--- src/hw/dac_cmd_pkg.sv ---
package dac_cmd_pkg;
	// ---------------------------------------------------------------
	// frame geometry
	// ---------------------------------------------------------------
	localparam int unsigned FRAME_BITS    = 16;
	localparam int unsigned ABORT_EDGE    = 15;
	localparam int unsigned DOUT_HIGH_EDGE = 15;
	localparam int unsigned CHANNELS      = 8;
	localparam int unsigned VALUE_BITS    = 10;
	localparam int unsigned CNT_BITS      = 6;
	// ---------------------------------------------------------------
	// field positions
	// ---------------------------------------------------------------
	localparam int unsigned OPCODE_MSB    = 15;
	localparam int unsigned OPCODE_LSB    = 12;
	localparam int unsigned CHSEL_MSB     = 14;
	localparam int unsigned CHSEL_LSB     = 12;
	localparam int unsigned VALUE_MSB     = 11;
	localparam int unsigned VALUE_LSB     = 2;
	localparam int unsigned MASK_MSB      = 7;
	localparam int unsigned MASK_LSB      = 0;
	// ---------------------------------------------------------------
	// opcodes (bit 15 clear means channel write)
	// ---------------------------------------------------------------
	localparam logic [3:0] OP_STAGED      = 4'h8;
	localparam logic [3:0] OP_DIRECT      = 4'h9;
	localparam logic [3:0] OP_UPD_SEL     = 4'ha;
	localparam logic [3:0] OP_CHA_WRITE   = 4'hb;
	localparam logic [3:0] OP_BROADCAST   = 4'hc;
	localparam logic [3:0] OP_PD_HIZ      = 4'hd;
	localparam logic [3:0] OP_PD_100K     = 4'he;
	localparam logic [3:0] OP_PD_2K5      = 4'hf;
	// ---------------------------------------------------------------
	// output termination codes
	// ---------------------------------------------------------------
	typedef enum logic [1:0] {
		TERM_ACTIVE = 2'h0,
		TERM_HIZ    = 2'h1,
		TERM_100K   = 2'h2,
		TERM_2K5    = 2'h3
	} term_t;
	localparam logic [9:0] VALUE_RESET    = 10'h000;
endpackage

--- src/hw/dac_cmd_decoder.sv ---
`timescale 1ns/1ps
`default_nettype none
module dac_cmd_decoder #(
	parameter int unsigned CH    = dac_cmd_pkg::CHANNELS,
	parameter int unsigned WIDTH = dac_cmd_pkg::VALUE_BITS
) (
	input  wire logic                ref_clk,
	input  wire logic                reset_n,
	input  wire logic                frame_sel_n,
	input  wire logic                serial_clk,
	input  wire logic                serial_din,
	output logic                     serial_dout,
	output logic [CH*WIDTH-1:0]      channel_value,
	output logic [CH*2-1:0]          channel_term,
	output logic                     bias_enable,
	output logic                     direct_update_mode
);
	if (CH != dac_cmd_pkg::CHANNELS || WIDTH != dac_cmd_pkg::VALUE_BITS) begin : g_bad_params
		$error("channel count and width are fixed by the command format");
	end

	// ---------------------------------------------------------------
	// pin synchronisers
	// ---------------------------------------------------------------
	logic [1:0] sclk_sync_reg;
	logic [1:0] sel_sync_reg;
	logic [1:0] din_sync_reg;
	logic       sclk_d_reg;
	logic       sel_d_reg;

	always_ff @(posedge ref_clk or negedge reset_n) begin
		if (!reset_n) begin
			// clock parks high, so no false fall after reset
			sclk_sync_reg <= 2'h3;
			sel_sync_reg  <= 2'h3;
			din_sync_reg  <= 2'h0;
			sclk_d_reg    <= 1'b1;
			sel_d_reg     <= 1'b1;
		end else begin
			sclk_sync_reg <= {sclk_sync_reg[0], serial_clk};
			sel_sync_reg  <= {sel_sync_reg[0], frame_sel_n};
			din_sync_reg  <= {din_sync_reg[0], serial_din};
			sclk_d_reg    <= sclk_sync_reg[1];
			sel_d_reg     <= sel_sync_reg[1];
		end
	end

	logic sclk_fall;
	logic sel_rise;
	logic sel_low;
	assign sclk_fall = sclk_d_reg & ~sclk_sync_reg[1];
	assign sel_rise  = ~sel_d_reg & sel_sync_reg[1];
	assign sel_low   = ~sel_sync_reg[1];

	// ---------------------------------------------------------------
	// frame shifting
	// ---------------------------------------------------------------
	logic [15:0]                   shift_reg;
	logic [15:0]                   chain_reg;
	logic [dac_cmd_pkg::CNT_BITS-1:0] edge_cnt_reg;
	logic [dac_cmd_pkg::CNT_BITS-1:0] edge_cnt_next;

	// counter saturates; the chain only needs to know we are past fifteen
	assign edge_cnt_next = (edge_cnt_reg == '1) ? edge_cnt_reg
		: edge_cnt_reg + dac_cmd_pkg::CNT_BITS'(1);

	always_ff @(posedge ref_clk or negedge reset_n) begin
		if (!reset_n) begin
			edge_cnt_reg <= '0;
		end else if (!sel_low) begin
			edge_cnt_reg <= '0;
		end else if (sclk_fall) begin
			edge_cnt_reg <= edge_cnt_next;
		end
	end

	always_ff @(posedge ref_clk or negedge reset_n) begin
		if (!reset_n) begin
			shift_reg <= 16'h0000;
		end else if (!sel_low) begin
			shift_reg <= 16'h0000;
		end else if (sclk_fall) begin
			shift_reg <= {shift_reg[14:0], din_sync_reg[1]};
		end
	end

	// separate delay line so the first sixteen input bits come out in order
	always_ff @(posedge ref_clk or negedge reset_n) begin
		if (!reset_n) begin
			chain_reg <= 16'h0000;
		end else if (!sel_low) begin
			chain_reg <= 16'h0000;
		end else if (sclk_fall) begin
			chain_reg <= {chain_reg[14:0], din_sync_reg[1]};
		end
	end

	always_ff @(posedge ref_clk or negedge reset_n) begin
		if (!reset_n) begin
			serial_dout <= 1'b0;
		end else if (!sel_low) begin
			serial_dout <= 1'b0;
		end else if (sclk_fall) begin
			if (edge_cnt_next < dac_cmd_pkg::CNT_BITS'(dac_cmd_pkg::DOUT_HIGH_EDGE))
				serial_dout <= 1'b0;
			else if (edge_cnt_next == dac_cmd_pkg::CNT_BITS'(dac_cmd_pkg::DOUT_HIGH_EDGE))
				serial_dout <= 1'b1;
			else
				// first input bit sits at fourteen by the sixteenth fall
				serial_dout <= chain_reg[dac_cmd_pkg::FRAME_BITS - 2];
		end
	end

	// ---------------------------------------------------------------
	// command decode on select rising edge
	// ---------------------------------------------------------------
	logic             exec;
	logic [3:0]       opcode_field;
	logic [2:0]       channel_select_field;
	logic [WIDTH-1:0] value_field;
	logic [CH-1:0]    channel_mask_field;

	// frames of under fifteen falls executed nothing; the last sixteen bits hold our command
	assign exec = sel_rise
		&& edge_cnt_reg >= dac_cmd_pkg::CNT_BITS'(dac_cmd_pkg::ABORT_EDGE);
	assign opcode_field = shift_reg[dac_cmd_pkg::OPCODE_MSB:dac_cmd_pkg::OPCODE_LSB];
	assign channel_select_field = shift_reg[dac_cmd_pkg::CHSEL_MSB:dac_cmd_pkg::CHSEL_LSB];
	assign value_field = shift_reg[dac_cmd_pkg::VALUE_MSB:dac_cmd_pkg::VALUE_LSB];
	assign channel_mask_field = shift_reg[dac_cmd_pkg::MASK_MSB:dac_cmd_pkg::MASK_LSB];

	always_ff @(posedge ref_clk or negedge reset_n) begin
		if (!reset_n) begin
			direct_update_mode <= 1'b0;
		end else if (exec && opcode_field == dac_cmd_pkg::OP_DIRECT) begin
			direct_update_mode <= 1'b1;
		end else if (exec && opcode_field == dac_cmd_pkg::OP_STAGED) begin
			direct_update_mode <= 1'b0;
		end
	end

	logic [CH-1:0]    reg_we;
	logic [CH-1:0]    out_upd;
	logic [CH-1:0]    pd_set;
	logic [1:0]       pd_term;
	logic [WIDTH-1:0] reg_din;

	always_comb begin
		reg_we  = '0;
		out_upd = '0;
		pd_set  = '0;
		pd_term = dac_cmd_pkg::TERM_ACTIVE;
		reg_din = value_field;
		if (exec) begin
			if (!opcode_field[3]) begin
				reg_we[channel_select_field] = 1'b1;
				out_upd[channel_select_field] = direct_update_mode;
			end else begin
				case (opcode_field)
					dac_cmd_pkg::OP_UPD_SEL: begin
						out_upd = channel_mask_field;
					end
					dac_cmd_pkg::OP_CHA_WRITE: begin
						reg_we[0] = 1'b1;
						out_upd   = '1;
					end
					dac_cmd_pkg::OP_BROADCAST: begin
						reg_we  = '1;
						out_upd = '1;
					end
					dac_cmd_pkg::OP_PD_HIZ: begin
						pd_set  = channel_mask_field;
						pd_term = dac_cmd_pkg::TERM_HIZ;
					end
					dac_cmd_pkg::OP_PD_100K: begin
						pd_set  = channel_mask_field;
						pd_term = dac_cmd_pkg::TERM_100K;
					end
					dac_cmd_pkg::OP_PD_2K5: begin
						pd_set  = channel_mask_field;
						pd_term = dac_cmd_pkg::TERM_2K5;
					end
					default: begin
						pd_set = '0;
					end
				endcase
			end
		end
	end

	// ---------------------------------------------------------------
	// channels
	// ---------------------------------------------------------------
	logic [CH*WIDTH-1:0] data_all;
	logic [CH*2-1:0]     term_all;

	for (genvar i = 0; i < CH; i++) begin : g_ch
		dac_channel #(.WIDTH(WIDTH)) u_ch (
			.ref_clk  (ref_clk),
			.reset_n  (reset_n),
			.reg_we   (reg_we[i]),
			.reg_din  (reg_din),
			.out_upd  (out_upd[i]),
			.pd_set   (pd_set[i]),
			.pd_term  (pd_term),
			.data_reg (data_all[i*WIDTH +: WIDTH]),
			.out_reg  (channel_value[i*WIDTH +: WIDTH]),
			.term_reg (term_all[i*2 +: 2])
		);
	end
	assign channel_term = term_all;

	logic [CH-1:0] awake;
	for (genvar i = 0; i < CH; i++) begin : g_awake
		assign awake[i] = (term_all[i*2 +: 2] == dac_cmd_pkg::TERM_ACTIVE);
	end

	always_ff @(posedge ref_clk or negedge reset_n) begin
		if (!reset_n) begin
			bias_enable <= 1'b1;
		end else begin
			bias_enable <= |awake;
		end
	end

	for (genvar i = 0; i < CH; i++) begin : g_chk

	end
endmodule
`default_nettype wire

--- src/hw/dac_channel.sv ---
`timescale 1ns/1ps
`default_nettype none
module dac_channel #(
	parameter int unsigned WIDTH = 10
) (
	input  wire logic             ref_clk,
	input  wire logic             reset_n,
	input  wire logic             reg_we,
	input  wire logic [WIDTH-1:0] reg_din,
	input  wire logic             out_upd,
	input  wire logic             pd_set,
	input  wire logic [1:0]       pd_term,
	output logic      [WIDTH-1:0] data_reg,
	output logic      [WIDTH-1:0] out_reg,
	output logic      [1:0]       term_reg
);
	if (WIDTH < 1) begin : g_bad_width
		$error("channel width must be at least one bit");
	end
	// ---------------------------------------------------------------
	// data register, output latch, termination
	// ---------------------------------------------------------------
	always_ff @(posedge ref_clk or negedge reset_n) begin
		if (!reset_n) begin
			data_reg <= '0;
		end else if (reg_we) begin
			data_reg <= reg_din;
		end
	end

	// output takes the new value in the same cycle as the register write
	always_ff @(posedge ref_clk or negedge reset_n) begin
		if (!reset_n) begin
			out_reg <= '0;
		end else if (out_upd) begin
			out_reg <= reg_we ? reg_din : data_reg;
		end
	end

	// power-down leaves data_reg alone; an output update wakes it
	always_ff @(posedge ref_clk or negedge reset_n) begin
		if (!reset_n) begin
			term_reg <= dac_cmd_pkg::TERM_ACTIVE;
		end else if (pd_set) begin
			term_reg <= pd_term;
		end else if (out_upd) begin
			term_reg <= dac_cmd_pkg::TERM_ACTIVE;
		end
	end
endmodule
`default_nettype wire

--- config.mk ---
export PLATFORM = sky130hd
export DESIGN_NAME = dac_cmd_decoder
export DESIGN_NICKNAME = d
export VERILOG_FILES = /design/src/hw/dac_cmd_pkg.sv /design/src/hw/dac_cmd_decoder.sv /design/src/hw/dac_channel.sv
export SDC_FILE = /design/constraint.sdc
export NUM_CORES = 1
export LEC_CHECK = 0
export BUFFER_PORTS_ARGS = -buffer_cell sky130_fd_sc_hd__clkbuf_2
export CAP_MARGIN = 20
export CORE_MARGIN = 2
export CORE_UTILIZATION = 58
export DETAILED_ROUTE_END_ITERATION = 7
export PLACE_DENSITY = 0.79
export REMOVE_ABC_BUFFERS = 1
export SYNTH_ARGS = -nofsm -noshare
export SYNTH_HDL_FRONTEND = slang
export SYNTH_SLANG_ARGS = --single-unit
--- constraint.sdc ---
create_clock -name ref_clk -period 2.8 [get_ports ref_clk]
set_input_delay 0.42 -clock ref_clk [delete_from_list [all_inputs] [get_ports ref_clk]]
set_output_delay 0.42 -clock ref_clk [all_outputs]
set_load 0.02 [all_outputs]
==> results of run 1 <==
[area by class of cell]
type                    instances  area share
repair buffers                137     0.07706
clock buffers                  33     0.05926
well taps                     188     0.02246
clock inverters                 2    0.005735
flip-flops and latches        209      0.5002
multi-input cells             463      0.3352
[kinds of logic after synthesis]
kind of cell | share of synthesized area
xor gates and xnor gates | 0.003909
AOI/OAI and AO/OA | 0.06742
adders and majority gates | 0.001396
DFF | 0.5845
muxes | 0.2320
and+or+nand+nor | 0.08640
buffers and inverters | 0.02443
[power by group through the flow]
stage	registers, mW	logic (mW)	clock network (mW)
after global placement	3.09	0.0933	0
final	3.04	0.0965	2.77
after floorplan	3.10	0.0148	0
after CTS	3.04	0.0996	2.82
after detailed placement	3.09	0.0978	0
after global routing	3.04	0.111	2.97
[per-layer routing]
metal,wire length (um),vias up
met5,0,-
met4,711,0
met3,1223,52
met2,9797,205
met1,8267,3028
li1,-,2760
[final timing paths]
kind,from,end,slack (ns),cells past startpoint
worst max-delay path,edge_cnt_reg[0],g_ch[5].u_ch.out_reg[1],0.31,6
worst min-delay path,frame_sel_n,sel_sync_reg[0],0.02,1
worst max register to register,edge_cnt_reg[0],g_ch[5].u_ch.out_reg[1],0.31,6
worst min register to register,sclk_sync_reg[0],sclk_sync_reg[1],0.36,0
max in group asynchronous,reset_n,g_ch[7].u_ch.out_reg[7],1.48,3
min in group asynchronous,reset_n,g_ch[5].u_ch.data_reg[0],0.51,2
[per-stage QoR]
step	util	area, sq um	hold WS [ns]
2_1_floorplan	-	8745	0.1244
3_3_place_gp	0.6458	9782	0.3396
3_5_place_dp	0.6458	9782	0.3441
4_1_cts	0.6915	10470	0.006086
5_1_grt	0.6915	10470	0.008004
6_report	0.6915	10470	0.01741
[timing repair]
action,4_1_cts,5_1_grt
gates resized for setup,0,0
hold endpoints to repair,61,0
hold buffers,1,0
setup endpoints to repair,0,0
[synth_stat cells, types with 3 or more instances]
cell type / instances
dfrtp_1: 202
mux2_2: 142
nand2_1: 93
o21ai_0: 49
clkbuf_1: 37
mux2i_1: 33
a21oi_1: 26
nor2_1: 19
nand3_1: 15
o22ai_1: 11
a22o_1: 10
mux2_4: 10
buf_2: 9
nand2b_1: 9
dfstp_2: 7
nor3_1: 5
a311oi_1: 4
and3_1: 4
nand3b_1: 4
nor2_2: 3
nor3b_1: 3
==> run summary, run 1 <==
* finished clean — outcome
* ha_1 > a311oi_1 > nor2_1 > nand4b_1 > mux2_2 > mux2_2 — chain of cells forming the critical path
* 0 ns — setup TNS
* 10 — crit path max fanout
* flip-flop to flip-flop — Crit Path Category
* dfrtp_1 — library cell occupying the most area in the post-synthesis netlist
* 12.98 mm — half-perimeter wire length of the detailed placement result
* 0.06 ns — clock edge transition at the registers on the reported setup and hold paths
* 4.744 mW — cell-internal power
* yes — clock tree from TritonCTS
* 31.86 mm — first-pass GRT wire length
* 0.3056 ns — Final Worst Setup Slack
* 0.3272 — global routing usage on met1
* 5239 sq um — flip-flop and latch area
* 209 — clk sink count
* 16460 sq um — die footprint
* 16.83% — area grow syn2layout
* 0 — post-detailed-route count of antenna-violating nets
* input pin to flip-flop — Hold WC Path Type
* 838 — Total Nets Final
* 475 — Starting DRT DRC Count
* 128.3 um — die height
* 5 — drt first pass iters
* 564.3 nW/um^2 — Power per Cell Area
* 0.0004237 V — worst voltage drop across the vdd grid
* 1.000 — Async S/R FF share, synth
* nand4b_1 — worst-path cell with the longest stage delay
* 0 — max-cap violations
* 0.2958 ns — worst setup slack after placement
* 0.48 ns — clock latency on the worst-skew pair
* 12.40 sq um — Avg Inst Size Synth
* mux2_2 — library cell appearing most often on the critical path
* 15150 sq um — placeable core area
* 0.016 — Comb pwr share
* 0.514 — Reg power frac
* 723 — cell count after synthesis
* 128.3 um — die width
* 0 — number of post-CTS setup repair buffers
* 0.4058 — global-route track usage on met2
* 996 — number of placed instances, taps included
* 209 — count of state elements after synthesis
* flip-flop — CP Launch Type
* 1058 — Layout fillers
* 0 — DRC violation count after routing
* 0.4669 — slew margin rel.
* 0.03923 — met3 Use GR
* 0.46 ns — biggest cell delay along the critical path
* 0.2462 — global-route usage over all layers
* 0.469 — part of the power in the clock network
* 0.8909 — final period utilization
* 45 — row count
* 0 — count of endpoints failing setup in the final report
* 0.5918 — initial cell density of the core
* 2.494 ns — crit path time final
* 21 — Inserted Clock Buffers
* 0.3910 — fraction of layout instances using a drive strength above 1
* 0 — Hold Violations, Final
* clkbuf_16 — clock root buffer master
* 3511 sq um — area taken by multi-input logic gates
* 0 — final-report max-slew violation count
* 0 — WP buf/inv
* 103 — count of buffers inserted at the top-level ports
* 0 — warnings from Yosys
* 1032 — Cell Count, Final, Fillers Out
* 70 — largest net degree at the start of global routing
* 0 — antenna violations before repair
* 0.1972 — net switching share of the total power
* 19.38 um — average detailed-routed wire length per instance
* 2.86 ns — signal arrival time at the worst endpoint
* dfrtp_1 (202), mux2_2 (142), clkbuf_2 (102) — most frequent cells in the layout
* 1.165 mW — switching component of the power
* 5.858 — vias per inst
* 3.17 ns — required time at the worst-slack endpoint
* multiplexers — critical path's top delay family
* 104 — I/O pin total
* dfrtp_1 — Top FF cell, synth
* dfrtp_1 (56%), mux2_2 (18%), nand2_1 (3.9%) — Area contributors post-synth
* 0.007253 ns — clk_skew
* 6094 — via count of the first global-routing pass
* 0 — Antenna Cells
* false — unrepaired setup endpoints after global routing
* 0.5639 — share of the synthesized area in the top cell type
* 400.9 MHz — highest clock frequency the design can meet
* 1 — H-tree Lvls
* 6045 — Via Count
* 0 — overflow left after global routing
* 42 — count of distinct cell types in the synthesized netlist
* 0 — number of flops mapped to enable cells by yosys
* met2 — grt peak-use layer
* 20.00 mm — Routed WL
* 0.7997 ns — actual transition at the worst max-transition pin
* 5.909 mW — total chip power
* flip-flop — critical path endpoint category
* dfrtp_1 — leading cell type in the layout, fill and taps excluded
* 3 — clk buf depth
* 0.9182 — Final GP Congestion
* 8964 sq um — Netlist Area Pre-Place
* 5.276 nW — LEAKAGE
* 0.5845 — sequential share of the synthesized area
Power figures use the tool's default switching activity.
==> inputs of run 2 (changes only) <==
Settings changed: CORE_MARGIN 2 to 5, CORE_UTILIZATION 58 to 55, PLACE_DENSITY 0.79 to 0.76.
==> run 2 against run 1 <==
Effect of this change:
- combinational power rose by 2.2%
- clock power is 8.3% higher
- critical endpoint is now g_ch[6].u_ch.out_reg[8]
- highest routed layer unchanged
- clock skew rose by 0.0025 ns
- worst hold slack better by 0.018 ns
- largest cell class unchanged
- register-to-register slack got worse by 0.15 ns
- first-iteration DRC count increased by 7.8%
==> run summary, run 2 (synthesis gave the netlist of run 1 again) <==
* clkbuf_16 — clock root buffer master
* 0.07 ns — clock edge transition at the registers on the reported setup and hold paths
* 22 — Inserted Clock Buffers
* 6036 — Via Count
* 0 — count of endpoints failing setup in the final report
* 46 — row count
* 209 — clk sink count
* 15940 sq um — placeable core area
* 0 — final-report max-slew violation count
* ha_1 > a311oi_1 > or2_1 > or3_1 > mux2_4 > mux2_2 — chain of cells forming the critical path
* 137.7 um — die width
* 580.0 nW/um^2 — Power per Cell Area
* 3 — clk buf depth
* 0.3950 — fraction of layout instances using a drive strength above 1
* 137.7 um — die height
* finished clean — outcome
* 0.9071 — Final GP Congestion
* dfrtp_1 — leading cell type in the layout, fill and taps excluded
* 0 — antenna violations before repair
* 0 — overflow left after global routing
* 0 — DRC violation count after routing
* 0 — Hold Violations, Final
* 0 ns — setup TNS
* 80 — largest net degree at the start of global routing
* dfrtp_1 (202), mux2_2 (142), clkbuf_2 (102) — most frequent cells in the layout
* 838 — Total Nets Final
* 5239 sq um — flip-flop and latch area
* flip-flop — CP Launch Type
* 6085 — via count of the first global-routing pass
* 0.009787 ns — clk_skew
* 5.673 — vias per inst
* 18.16% — area grow syn2layout
* 0 — number of post-CTS setup repair buffers
* 0 — max-cap violations
* input pin to flip-flop — Hold WC Path Type
* 2.640 ns — crit path time final
* 104 — I/O pin total
* 0.1604 ns — Final Worst Setup Slack
* 0.9070 ns — actual transition at the worst max-transition pin
* 0.5622 — initial cell density of the core
* 0.3913 — slew margin rel.
* 18950 sq um — die footprint
* 0.03543 ns — worst hold slack across all endpoints
* 0.9427 — final period utilization
* 10590 sq um — post-route cell area
* 18.91 um — average detailed-routed wire length per instance
* 1176 — Layout fillers
* yes — clock tree from TritonCTS
* 6.143 mW — total chip power
* flip-flop — critical path endpoint category
* flip-flop to flip-flop — Crit Path Category
* 0.6643 — final design utilization
* 0.66 ns — biggest cell delay along the critical path
* 0 — Antenna Cells
* 32.09 mm — first-pass GRT wire length
* 1021 — number of placed instances, taps included
* 5.320 nW — LEAKAGE
* 3.02 ns — signal arrival time at the worst endpoint
* 3.18 ns — required time at the worst-slack endpoint
* 3511 sq um — area taken by multi-input logic gates
* 13.06 mm — half-perimeter wire length of the detailed placement result
* 9794 sq um — instance area after placement
* 0.50 ns — clock latency on the worst-skew pair
* 6 — drt first pass iters
* 1064 — Cell Count, Final, Fillers Out
* 1 — H-tree Lvls
* 0 — post-detailed-route count of antenna-violating nets
* 20.12 mm — Routed WL
* 512 — Starting DRT DRC Count
* 0.1824 ns — worst setup slack after placement
* 378.8 MHz — highest clock frequency the design can meet
* 10 — crit path max fanout
* or3_1 — worst-path cell with the longest stage delay
* 0.2156 — global-route usage over all layers
* 103 — count of buffers inserted at the top-level ports
* 0.0004216 V — worst voltage drop across the vdd grid
* false — unrepaired setup endpoints after global routing
==> run 2: worst max-delay path: cells and delay by family (launching register included) <==
kind	cells	cell delay [ns]
AOI/OAI and AO/OA	1	0.17
and+or+nand+nor	2	0.91
muxes	2	0.68
adders and majority gates	1	0.32
DFF	1	0.44
==> run 2: what timing repair did <==
action / 4_1_cts / 5_1_grt
hold endpoints to repair: 77 / 0
gates resized for setup: 0 / 0
hold buffers: 3 / 0
==> run 2: final cells by class <==
type	instances	area share
Sequential cell	209	0.4946
Timing Repair Buffer	136	0.07596
Clock buffer	34	0.06486
Clock inverter	6	0.007561
Tap cell	216	0.02552
Multi-Input combinational cell	463	0.3315
==> run 2: routing by layer <==
| metal | wire length, um | GRT usage | share of wire | vias to the layer above |
|---|---|---|---|---|
| met1 | 8410 | 0.2897 | 0.42 | 3011 |
| li1 | - | - | - | 2775 |
| met2 | 10000 | 0.3639 | 0.50 | 213 |
| met3 | 1240 | 0.03178 | 0.062 | 37 |
| met5 | 0 | 0 | 0 | - |
| met4 | 469 | 0.06596 | 0.023 | 0 |
==> run 2: power by group <==
part	internal, mW	total [mW]	switching (mW)
registers	3.03	3.04	0.00715
clock network	1.87	3.00	1.14
logic	0.0211	0.0986	0.0775
==> run 2: path summary, 6_finish.rpt <==
kind	depth (start not counted)	slack [ns]	endpoint	start
hold / removal	1	0.04	din_sync_reg[0]	serial_din
hold reg to reg	0	0.35	din_sync_reg[1]	din_sync_reg[0]
min in group asynchronous	2	0.53	g_ch[2].u_ch.out_reg[0]	reset_n
setup / recovery	6	0.16	g_ch[6].u_ch.out_reg[8]	edge_cnt_reg[0]
setup reg to reg	6	0.16	g_ch[6].u_ch.out_reg[8]	edge_cnt_reg[0]
max in group asynchronous	3	1.52	sel_sync_reg[0]	reset_n
